--- config.mk ---
export PLATFORM = sky130hd
export DESIGN_NAME = lpsm_top
export DESIGN_NICKNAME = d
export VERILOG_FILES = /design/src/pkg/lpsm_pkg.sv /design/src/hdl/lpsm_ctrl_map.sv /design/src/hdl/lpsm_top.sv
export SDC_FILE = /design/constraint.sdc
export NUM_CORES = 1
export LEC_CHECK = 0
export BUFFER_PORTS_ARGS = -buffer_cell sky130_fd_sc_hd__buf_4
export CORE_MARGIN = 2
export CORE_UTILIZATION = 45
export DETAILED_ROUTE_END_ITERATION = 16
export PLACE_DENSITY = 0.66
export REMOVE_ABC_BUFFERS = 1
export SYNTH_ARGS = -nofsm -noshare
export SYNTH_HDL_FRONTEND = slang
export SYNTH_SLANG_ARGS = --single-unit
--- constraint.sdc ---
create_clock -name sys_clk_i -period 2.9 [get_ports sys_clk_i]
set_clock_uncertainty 0.15 [all_clocks]
set_input_delay 0.145 -clock sys_clk_i [delete_from_list [all_inputs] [get_ports sys_clk_i]]
set_output_delay 0.145 -clock sys_clk_i [all_outputs]
set_load 0.01 [all_outputs]
--- src/pkg/lpsm_pkg.sv ---
package lpsm_pkg;

  typedef enum logic [2:0] {
    LPSM_MODE_RUN      = 3'h0,
    LPSM_MODE_VLP_STOP = 3'h1,
    LPSM_MODE_LL_STOP  = 3'h2,
    LPSM_MODE_VLL3     = 3'h3,
    LPSM_MODE_VLL2     = 3'h4,
    LPSM_MODE_VLL1     = 3'h5,
    LPSM_MODE_BATT     = 3'h6
  } lpsm_mode_t;

  typedef enum logic [2:0] {
    LPSM_ST_RUN     = 3'h0,
    LPSM_ST_WAIT    = 3'h1,
    LPSM_ST_STOP    = 3'h2,
    LPSM_ST_RSTFLOW = 3'h3,
    LPSM_ST_OFF     = 3'h4
  } lpsm_state_t;

  // power and clock controls driven into the chip
  typedef struct packed {
    logic periph_clk_en;
    logic low_voltage_detect_en;
    logic nested_vector_irq_ctrl_en;
    logic async_wakeup_irq_ctrl_en;
    logic low_leakage_wakeup_unit_en;
    logic lp_periph_en;
    logic adc_pin_irq_en;
    logic sram_upper_pwr;
    logic sram_upper_part_pwr;
    logic sram_lower_pwr;
    logic sysreg_file_pwr;
    logic backup_reg_file_pwr;
    logic pin_hold;
    logic core_pwr;
  } lpsm_ctrl_t;

  // equals the run map, so the first edge after reset changes no control
  localparam lpsm_ctrl_t LPSM_CTRL_RESET = 14'h39FD;
  localparam int unsigned LPSM_RSTFLOW_NS   = 1000;
  localparam int unsigned LPSM_CLK_NS       = 50;
  localparam int unsigned LPSM_RSTFLOW_CYC  = (LPSM_RSTFLOW_NS + LPSM_CLK_NS - 1) / LPSM_CLK_NS;

endpackage : lpsm_pkg

--- src/hdl/lpsm_ctrl_map.sv ---
`timescale 1ns/100ps
// maps the occupied mode onto the power and clock controls
module lpsm_ctrl_map (
  input  wire lpsm_pkg::lpsm_state_t state_i,
  input  wire lpsm_pkg::lpsm_mode_t  mode_i,
  output lpsm_pkg::lpsm_ctrl_t       ctrl_o
);

  always_comb begin
    ctrl_o = '0;
    ctrl_o.core_pwr            = 1'b1;
    ctrl_o.backup_reg_file_pwr = 1'b1;
    ctrl_o.pin_hold            = 1'b0;
    if (state_i == lpsm_pkg::LPSM_ST_OFF) begin
      ctrl_o.core_pwr = 1'b0;
    end else if (state_i != lpsm_pkg::LPSM_ST_STOP) begin
      ctrl_o.periph_clk_en             = 1'b1;
      ctrl_o.low_voltage_detect_en     = 1'b1;
      ctrl_o.nested_vector_irq_ctrl_en = 1'b1;
      ctrl_o.lp_periph_en              = 1'b1;
      ctrl_o.adc_pin_irq_en            = 1'b1;
      ctrl_o.sram_upper_pwr            = 1'b1;
      ctrl_o.sram_upper_part_pwr       = 1'b1;
      ctrl_o.sram_lower_pwr            = 1'b1;
      ctrl_o.sysreg_file_pwr           = 1'b1;
    end else begin
      ctrl_o.lp_periph_en    = 1'b1;
      ctrl_o.pin_hold        = 1'b1;
      ctrl_o.sysreg_file_pwr = 1'b1;
      case (mode_i)
        lpsm_pkg::LPSM_MODE_VLP_STOP: begin
          ctrl_o.async_wakeup_irq_ctrl_en = 1'b1;
          ctrl_o.adc_pin_irq_en           = 1'b1;
          ctrl_o.sram_upper_pwr           = 1'b1;
          ctrl_o.sram_upper_part_pwr      = 1'b1;
          ctrl_o.sram_lower_pwr           = 1'b1;
        end
        lpsm_pkg::LPSM_MODE_LL_STOP, lpsm_pkg::LPSM_MODE_VLL3: begin
          ctrl_o.low_leakage_wakeup_unit_en = 1'b1;
          ctrl_o.sram_upper_pwr             = 1'b1;
          ctrl_o.sram_upper_part_pwr        = 1'b1;
          ctrl_o.sram_lower_pwr             = 1'b1;
        end
        lpsm_pkg::LPSM_MODE_VLL2: begin
          ctrl_o.low_leakage_wakeup_unit_en = 1'b1;
          ctrl_o.sram_upper_part_pwr        = 1'b1;
        end
        default: begin
          ctrl_o.low_leakage_wakeup_unit_en = 1'b1;
        end
      endcase
    end
  end

endmodule : lpsm_ctrl_map

--- src/hdl/lpsm_top.sv ---
`timescale 1ns/100ps
module lpsm_top #(
  parameter int unsigned RSTFLOW_CYC = lpsm_pkg::LPSM_RSTFLOW_CYC
) (
  input  wire logic                 sys_clk_i,
  input  wire logic                 rstn_i,
  input  wire logic                 wait_for_interrupt_instr_i,
  input  wire logic                 deep_sleep_i,
  input  wire lpsm_pkg::lpsm_mode_t mode_sel_i,
  input  wire logic                 irq_pending_i,
  input  wire logic                 async_wake_i,
  input  wire logic                 lwu_wake_i,
  input  wire logic                 lwu_flag_clr_i,
  input  wire logic                 power_up_i,
  output lpsm_pkg::lpsm_ctrl_t      ctrl_o,
  output lpsm_pkg::lpsm_state_t     state_o,
  output logic                      wake_irq_o,
  output logic                      lwu_flag_o,
  output logic                      chip_reset_o
);

  // the flow counter is 16 bits wide
  if (RSTFLOW_CYC < 1 || RSTFLOW_CYC > 65535) begin : g_bad_rstflow
    $error("RSTFLOW_CYC out of range");
  end

  lpsm_pkg::lpsm_state_t state;
  lpsm_pkg::lpsm_state_t next_state;
  lpsm_pkg::lpsm_mode_t  mode;
  lpsm_pkg::lpsm_ctrl_t  next_ctrl;
  logic [15:0]           cnt;
  logic [1:0]            aw_s;
  logic [1:0]            lw_s;
  logic [1:0]            pu_s;
  logic                  aw;
  logic                  lw;
  logic                  pu;
  logic                  wake_ev;
  logic                  cnt_done;

  // wake sources come from always-on domains, synchronise first
  always_ff @(posedge sys_clk_i or negedge rstn_i) begin
    if (!rstn_i) begin
      aw_s <= 2'h0;
      lw_s <= 2'h0;
      pu_s <= 2'h0;
    end else begin
      aw_s <= {aw_s[0], async_wake_i};
      lw_s <= {lw_s[0], lwu_wake_i};
      pu_s <= {pu_s[0], power_up_i};
    end
  end
  assign aw = aw_s[1];
  assign lw = lw_s[1];
  assign pu = pu_s[1];

  always_comb begin
    wake_ev = 1'b0;
    case (mode)
      lpsm_pkg::LPSM_MODE_VLP_STOP: wake_ev = aw;
      lpsm_pkg::LPSM_MODE_BATT: wake_ev = 1'b0;
      default:                  wake_ev = lw;
    endcase
  end

  assign cnt_done = (cnt == 16'(RSTFLOW_CYC - 1));

  always_comb begin
    next_state = state;
    case (state)
      lpsm_pkg::LPSM_ST_RUN: begin
        if (wait_for_interrupt_instr_i) begin
          if (!deep_sleep_i) next_state = lpsm_pkg::LPSM_ST_WAIT;
          else if (mode_sel_i == lpsm_pkg::LPSM_MODE_BATT) next_state = lpsm_pkg::LPSM_ST_OFF;
          else if (mode_sel_i != lpsm_pkg::LPSM_MODE_RUN) next_state = lpsm_pkg::LPSM_ST_STOP;
        end
      end
      lpsm_pkg::LPSM_ST_WAIT: begin
        if (irq_pending_i) next_state = lpsm_pkg::LPSM_ST_RUN;
      end
      lpsm_pkg::LPSM_ST_STOP: begin
        if (wake_ev) begin
          if (mode == lpsm_pkg::LPSM_MODE_VLP_STOP || mode == lpsm_pkg::LPSM_MODE_LL_STOP) begin
            next_state = lpsm_pkg::LPSM_ST_RUN;
          end else begin
            next_state = lpsm_pkg::LPSM_ST_RSTFLOW;
          end
        end
      end
      lpsm_pkg::LPSM_ST_RSTFLOW: begin
        if (cnt_done) next_state = lpsm_pkg::LPSM_ST_RUN;
      end
      lpsm_pkg::LPSM_ST_OFF: begin
        if (pu) next_state = lpsm_pkg::LPSM_ST_RSTFLOW;
      end
      default: next_state = lpsm_pkg::LPSM_ST_RUN;
    endcase
  end

  always_ff @(posedge sys_clk_i or negedge rstn_i) begin
    if (!rstn_i) state <= lpsm_pkg::LPSM_ST_RUN;
    else         state <= next_state;
  end

  // mode latched at entry so a later write cannot change a stop in progress
  always_ff @(posedge sys_clk_i or negedge rstn_i) begin
    if (!rstn_i) begin
      mode <= lpsm_pkg::LPSM_MODE_RUN;
    end else if (state == lpsm_pkg::LPSM_ST_RUN && next_state != lpsm_pkg::LPSM_ST_RUN) begin
      mode <= deep_sleep_i ? mode_sel_i : lpsm_pkg::LPSM_MODE_RUN;
    end else if (next_state == lpsm_pkg::LPSM_ST_RUN) begin
      mode <= lpsm_pkg::LPSM_MODE_RUN;
    end
  end

  always_ff @(posedge sys_clk_i or negedge rstn_i) begin
    if (!rstn_i) cnt <= 16'h0000;
    else if (state == lpsm_pkg::LPSM_ST_RSTFLOW && !cnt_done) cnt <= cnt + 16'h0001;
    else cnt <= 16'h0000;
  end

  // flag set wins over software clear
  always_ff @(posedge sys_clk_i or negedge rstn_i) begin
    if (!rstn_i) lwu_flag_o <= 1'b0;
    else if (state == lpsm_pkg::LPSM_ST_STOP && wake_ev && mode != lpsm_pkg::LPSM_MODE_VLP_STOP)
      lwu_flag_o <= 1'b1;
    else if (lwu_flag_clr_i) lwu_flag_o <= 1'b0;
  end

  // one-cycle interrupt pulse to resume run from the retention stops
  always_ff @(posedge sys_clk_i or negedge rstn_i) begin
    if (!rstn_i) wake_irq_o <= 1'b0;
    else wake_irq_o <= (state == lpsm_pkg::LPSM_ST_STOP) && wake_ev &&
                       (mode == lpsm_pkg::LPSM_MODE_VLP_STOP || mode == lpsm_pkg::LPSM_MODE_LL_STOP);
  end

  // the flow holds the chip in reset; retained rams stay powered but pin hold is released
  always_ff @(posedge sys_clk_i or negedge rstn_i) begin
    if (!rstn_i) chip_reset_o <= 1'b0;
    else chip_reset_o <= (next_state == lpsm_pkg::LPSM_ST_RSTFLOW);
  end

  always_ff @(posedge sys_clk_i or negedge rstn_i) begin
    if (!rstn_i) state_o <= lpsm_pkg::LPSM_ST_RUN;
    else state_o <= next_state;
  end

  lpsm_pkg::lpsm_mode_t next_mode;
  assign next_mode = (state == lpsm_pkg::LPSM_ST_RUN && next_state != lpsm_pkg::LPSM_ST_RUN && deep_sleep_i)
                     ? mode_sel_i : mode;

  lpsm_ctrl_map u_map (
    .state_i (next_state),
    .mode_i  (next_mode),
    .ctrl_o  (next_ctrl)
  );

  always_ff @(posedge sys_clk_i or negedge rstn_i) begin
    if (!rstn_i) ctrl_o <= lpsm_pkg::LPSM_CTRL_RESET;
    else ctrl_o <= next_ctrl;
  end

  AST_NO_ENTRY_WITHOUT_WAIT: assert property (@(posedge sys_clk_i) disable iff (!rstn_i)
    state == lpsm_pkg::LPSM_ST_RUN && !wait_for_interrupt_instr_i |=> state != lpsm_pkg::LPSM_ST_STOP)
    else $error("stop entered without wait instruction");
  AST_VLP_STOP_CTRL: assert property (@(posedge sys_clk_i) disable iff (!rstn_i)
    state == lpsm_pkg::LPSM_ST_STOP && mode == lpsm_pkg::LPSM_MODE_VLP_STOP |->
    ctrl_o.async_wakeup_irq_ctrl_en && !ctrl_o.nested_vector_irq_ctrl_en && !ctrl_o.periph_clk_en)
    else $error("very low power stop controls wrong");
  AST_VLP_STOP_KEEP: assert property (@(posedge sys_clk_i) disable iff (!rstn_i)
    state == lpsm_pkg::LPSM_ST_STOP && mode == lpsm_pkg::LPSM_MODE_VLP_STOP |->
    ctrl_o.adc_pin_irq_en && ctrl_o.sram_lower_pwr && ctrl_o.pin_hold)
    else $error("very low power stop retention wrong");
  AST_LL_WAKE_PATH: assert property (@(posedge sys_clk_i) disable iff (!rstn_i)
    state == lpsm_pkg::LPSM_ST_STOP && mode != lpsm_pkg::LPSM_MODE_VLP_STOP |->
    ctrl_o.low_leakage_wakeup_unit_en && !ctrl_o.async_wakeup_irq_ctrl_en && !ctrl_o.nested_vector_irq_ctrl_en)
    else $error("low leakage wake path wrong");
  AST_LL_STOP_RESUME: assert property (@(posedge sys_clk_i) disable iff (!rstn_i)
    state == lpsm_pkg::LPSM_ST_STOP && mode == lpsm_pkg::LPSM_MODE_LL_STOP && lw |=>
    wake_irq_o && state == lpsm_pkg::LPSM_ST_RUN && !chip_reset_o)
    else $error("low leakage stop resume wrong");
  AST_VLL_RESET_FLOW: assert property (@(posedge sys_clk_i) disable iff (!rstn_i)
    state == lpsm_pkg::LPSM_ST_STOP && lw && mode inside {lpsm_pkg::LPSM_MODE_VLL3, lpsm_pkg::LPSM_MODE_VLL2,
    lpsm_pkg::LPSM_MODE_VLL1} |=> chip_reset_o && lwu_flag_o ##1 lwu_flag_o || $past(lwu_flag_clr_i))
    else $error("reset flow wrong");
  AST_VLL3_SRAM: assert property (@(posedge sys_clk_i) disable iff (!rstn_i)
    state == lpsm_pkg::LPSM_ST_STOP && mode == lpsm_pkg::LPSM_MODE_VLL3 |->
    ctrl_o.sram_upper_pwr && ctrl_o.sram_lower_pwr)
    else $error("level 3 sram wrong");
  AST_VLL2_SRAM: assert property (@(posedge sys_clk_i) disable iff (!rstn_i)
    state == lpsm_pkg::LPSM_ST_STOP && mode == lpsm_pkg::LPSM_MODE_VLL2 |->
    !ctrl_o.sram_lower_pwr && !ctrl_o.sram_upper_pwr && ctrl_o.sram_upper_part_pwr)
    else $error("level 2 sram wrong");
  AST_VLL1_SRAM: assert property (@(posedge sys_clk_i) disable iff (!rstn_i)
    state == lpsm_pkg::LPSM_ST_STOP && mode == lpsm_pkg::LPSM_MODE_VLL1 |->
    !ctrl_o.sram_upper_pwr && !ctrl_o.sram_lower_pwr &&
    !ctrl_o.sram_upper_part_pwr && ctrl_o.sysreg_file_pwr && ctrl_o.backup_reg_file_pwr)
    else $error("level 1 power wrong");
  AST_BATTERY_OFF: assert property (@(posedge sys_clk_i) disable iff (!rstn_i)
    state == lpsm_pkg::LPSM_ST_OFF |-> !ctrl_o.core_pwr && ctrl_o.backup_reg_file_pwr)
    else $error("battery state power wrong");
  AST_RUN_SELECT: assert property (@(posedge sys_clk_i) disable iff (!rstn_i)
    state == lpsm_pkg::LPSM_ST_RUN && wait_for_interrupt_instr_i && deep_sleep_i &&
    mode_sel_i == lpsm_pkg::LPSM_MODE_RUN |=> state == lpsm_pkg::LPSM_ST_RUN)
    else $error("run selection left run");

  COV_VLP_STOP: cover property (@(posedge sys_clk_i) disable iff (!rstn_i)
    state == lpsm_pkg::LPSM_ST_STOP && mode == lpsm_pkg::LPSM_MODE_VLP_STOP ##1 state == lpsm_pkg::LPSM_ST_RUN);
  COV_LL_STOP: cover property (@(posedge sys_clk_i) disable iff (!rstn_i)
    state == lpsm_pkg::LPSM_ST_STOP && mode == lpsm_pkg::LPSM_MODE_LL_STOP ##1 wake_irq_o);
  COV_RSTFLOW: cover property (@(posedge sys_clk_i) disable iff (!rstn_i)
    state == lpsm_pkg::LPSM_ST_RSTFLOW ##1 state == lpsm_pkg::LPSM_ST_RUN);
  COV_BAT: cover property (@(posedge sys_clk_i) disable iff (!rstn_i) state == lpsm_pkg::LPSM_ST_OFF);

endmodule : lpsm_top

Word level (Yosys, flattened, before mapping) --
Cells that the tools add are included.
Storage, ports and cells: logic and storage cells 85, input port bits 12, register bits after elaboration 44, output and inout port bits 20
Cells by class: $add $sub $neg 1, reductions and logical operators 16, mux-type cells 29, equality and inequality tests 17
Operators with widths (number):
- two-way mux 3 bit | 13
- == test 3 x 2 -> 1 bit, second input constant | 6
- adder 16 x 1 -> 16 bit, second input constant | 1
- == test 16 x 5 -> 1 bit, second input constant | 1
- two-way mux 16 bit | 1
- == test 3 bit, second input constant | 5
- one-hot mux 3 bit (5 select lines) | 1
- two-way mux 11 bit | 1
- == test 3 x 1 -> 1 bit, second input constant | 3
- two-way mux 1 bit | 9
- logical AND 1 bit | 6
- logical NOT 3 bit | 2
- nonzero test 3 bit | 2
- two-way mux 5 bit | 1
- two-way mux 2 bit | 2
- nonzero test 2 bit | 2
- OR reduction 4 bit | 1
- != test 3 x 1 -> 1 bit, second input constant | 1
- != test 3 x 2 -> 1 bit, second input constant | 1
- OR reduction 3 bit | 1
- one-hot mux 1 bit (2 select lines) | 1
- logical NOT 1 bit | 1
- logical OR 1 bit | 1

Longest topological paths before layout --
word-level depth 15, gate-level depth with buffers 7, gate-level depth less buffers 6

Hierarchy --
From an unflattened synthesis, not the netlist that was laid out.
Unflattened totals: cell total of the unflattened synthesis 190, area, all modules 2097.0 um^2
By module, submodules not included:
- lpsm_top | area an instance 1931.9 um^2, seq. area each 1139.8 um^2, cells an instance 168, times used 1
- lpsm_ctrl_map | area an instance 165.2 um^2, seq. area each 0.0 um^2, cells an instance 22, times used 1

Least setup slack after synthesis --
No wires, ideal clock.
kind flip-flop to flip-flop, start reg cnt[0], end reg ctrl_o[5] (netlist name), clock period less this slack 1989 ps, stages on the path, launching flop included 7, slack 911 ps, arrival time 1734 ps, required time 2645 ps, buffers on the path 0, setup time 105 ps, cells stage by stage dfrtp_1 > ha_1 > nor4b_2 > nand4_1 > a311o_1 > nor4b_4 > o22ai_1
RTL lines:
- start: declaration | RTL line lpsm_top.sv:31 | logic [15:0] cnt;
- start signal: assignment | RTL line lpsm_top.sv:118 | else if (state == lpsm_pkg::LPSM_ST_RSTFLOW && !cnt_done) cnt <= cnt + 16'h0001;
- end signal: assignment | RTL line lpsm_top.sv:159 | if (!rstn_i) ctrl_o <= lpsm_pkg::LPSM_CTRL_RESET;
- end signal: assignment | RTL line lpsm_top.sv:160 | else ctrl_o <= next_ctrl;
- end: declaration | RTL line lpsm_top.sv:15 | output lpsm_pkg::lpsm_ctrl_t ctrl_o,

==> results by group <==
Cells and area
  – Nets: 218
  – Syn-to-layout area delta: 22.07%
  – Filler instances: 334
  – Most frequent cells in the layout: dfrtp_1 (34), buf_4 (30), nor2_1 (24)
  – Fin area: 0.002187 mm2
  – N_diodes: 0
  – Layout cells sized above 1: 23.79%
  – Most common cell after layout, fill and taps aside: dfrtp_1
  – Multi-input gate area: 734.5 um2
  – Reg area: 982.2 um2

Pwr
  – PD cells: 747.5 mW/mm2
  – Pleak: 0.9890 nW
  – Total Power: 0.001635 W
  – Max VDD drop: 0.0002781 V

Timing
  – Slew HR: 51.14%
  – Period utilization: 77.79%
  – Slew @ Worst Pin: 0.7267 ns
  – Unrepaired setup endpoints after global routing: no
  – Slew Viols, Final: 0
  – Fin crit period: 2.256 ns
  – Max Clock Freq: 0.4433 GHz
  – Setup_tns: 0 ns
  – Final Setup Violations: 0
  – Final Hold Fails: 0
  – Final worst slack: 0.6440 ns
  – Hold slack: 0.01266 ns

Global routing
  – First-pass GRT wire length: 5768 um
  – All-Layer GR Usage: 17.34%
  – Grt total ovfl: 0
  – Initial antenna violation count: 0
  – Vias in the first global route: 1321
  – Pin count of the biggest net entering global routing: 40

Floorplanning
  – Row Count: 22
  – Die W: 67.10 um
  – I/O pin cnt: 32
  – Initial Util: 47.86%
  – Core area: 0.003744 mm2
  – Die Span Y: 67.10 um
  – Full die area: 0.004502 mm2

Synth
  – Number of synthesized flops with an enable pin: 0
  – Ys Warns: 0
  – Syn Inst Count: 171
  – Synth Cell Area: 0.001792 mm2
  – Yosys reg bits: 39
  – Seq/Total Area, Yosys: 54.82%
  – Post-synth top flop: dfrtp_1
  – Syn avg cell area: 10.48 um2
  – Library cells used by synthesis: 39
  – Share of async-settable or async-resettable flops after synthesis: 100.0%

Flow run
  – Max_cap viols: 0

Critical path
  – Setup CP Type: register to register
  – Data required, critical path: 2.93 ns
  – Critical path endpoint category: register
  – Arrival time at the worst endpoint: 2.29 ns
  – Critical path peak fanout: 5
  – Startpoint Class: register

Outcome
  – Outcome: completed

Clocking
  – H-tree Lvls: 2
  – Clk slew on worst S/H paths: 0.07 ns
  – # Post-CTS Setup Buffers: 0
  – Clock Tree Root: clkbuf_8
  – TritonCTS clock tree: yes
  – Clock sink count: 39
  – Longest Clk Path Bufs: 2
  – Clock Latency Late Sink: 0.29 ns
  – Clock buffer count from CTS: 5

Route
  – WL final: 3397 um
  – Post-DR vias/cell: 5.201
  – Starting DRT DRC Count: 131
  – DRT Pass-1 Iters: 4
  – Final ANT Viol Nets: 0
  – Average wire per standard cell: 13.37 um
  – Vias: 1321
  – Residual DRC: 0

Place
  – Port Buffers: 30
  – Setup WS pre-CTS: 0.6323 ns
  – Dpl cell area: 0.002017 mm2
  – Detailed Place HPWL: 2499 um
  – Final GP Congestion: 0.8482

Worst hold path
  – HP Class: input port to register
-- area by class of cell --
type                       count  area share (%)
clock buffer                   8           4.577
inverter                       4          0.6865
multi-input combinational    118           33.58
sequential                    39           44.91
tap                           48           2.746
timing repair buffer          37           13.50
-- synth_stat cells (2+ instances only) --
cell      count  area share (%)
o21ai_0       2            0.56
buf_4         6             2.5
xor2_1       12             5.9
a31oi_1       2            0.70
dfstp_2       5             7.3
and4_1        3             1.5
dfrtp_1      34              47
nand2b_1      3             1.0
and2_1        2            0.70
nor2_1       24             5.0
inv_1         4            0.84
or2_2         3             1.0
clkbuf_1      4            0.84
nand2_1      11             2.3
nor3_1        2            0.56
xnor2_1       3             1.5
or3_1         2            0.70
nand3_1      11             3.1
a21oi_1       5             1.4
and3_1        4             1.4
nand4_1       7             2.4
o22ai_1       2            0.70
nor4b_2       2             1.7
nor2b_1       3             1.0
-- registers in the layout, summed over array words and instances, names as in the netlist --
register and count:
ctrl_o 8, pu_s 2, lwu_flag_o 1, cnt 16, aw_s 2, chip_reset_o 1, lw_s 2, state_o 3
wake_irq_o 1, mode 3
-- cells by family (layout without fill, tap and decap cells) --
family	Yosys count	in the layout	share of synthesized area, %
muxes	1	1	0.5587
other	1	1	0.2093
AOI/OAI and AO/OA	18	18	6.634
DFF	39	39	54.82
buffers and inverters	14	49	4.189
xor gates and xnor gates	15	15	7.333
adders and majority gates	1	1	0.6982
and+or+nand+nor	82	82	25.56
-- path summary, 6_finish.rpt --
path / slack, ns / endpoint / cells after the start / from
worst max-delay path: 0.64 / ctrl_o[5]$_DFF_PN1_ / 6 / cnt[0]$_DFF_PN0_
worst min-delay path: 0.01 / mode[0]$_DFFE_PN0P_ / 3 / mode_sel_i[0]
worst max register to register: 0.64 / ctrl_o[5]$_DFF_PN1_ / 6 / cnt[0]$_DFF_PN0_
worst min register to register: 0.20 / lw_s[1]$_DFF_PN0_ / 0 / lw_s[0]$_DFF_PN0_
max in group asynchronous: 2.04 / ctrl_o[12]$_DFF_PN1_ / 2 / rstn_i
min in group asynchronous: 0.20 / mode[2]$_DFFE_PN0P_ / 2 / rstn_i
-- per-layer routing --
metal,track usage [%],vias to the layer above,share of wire (%)
met3,3.547,6,5.3
li1,-,651,-
met1,19.67,630,42
met4,7.908,0,1.4
met2,31.06,34,51
met5,0,-,0
-- critical path, cell delays in order, from the launching register on --
cell     delay, ns
dfrtp_1       0.41
ha_1          0.23
nor4b_2       0.26
nand4_1       0.15
a311o_1       0.45
nor4b_4       0.35
o22ai_1       0.14
-- power breakdown --
part           total (W)  internal [W]  switching (W)
Clock           0.000389      0.000217       0.000173
Sequential      0.000724      0.000648      0.0000761
Combinational   0.000522      0.000250       0.000272
-- per-stage QoR --
stage          cells  utilization (%)
6_report         254            58.42
3_3_place_gp     239            53.88
2_1_floorplan    161                -
4_1_cts          254            58.42
3_5_place_dp     239            53.88
5_1_grt          254            58.42
-- timing repair --
item / CTS / global route
hold endpoints to repair: 40 / 0
hold buffers: 7 / 0
gates resized for setup: 0 / 0
setup endpoints to repair: 0 / 0
Note: power is estimated with default switching activity, not from simulation.
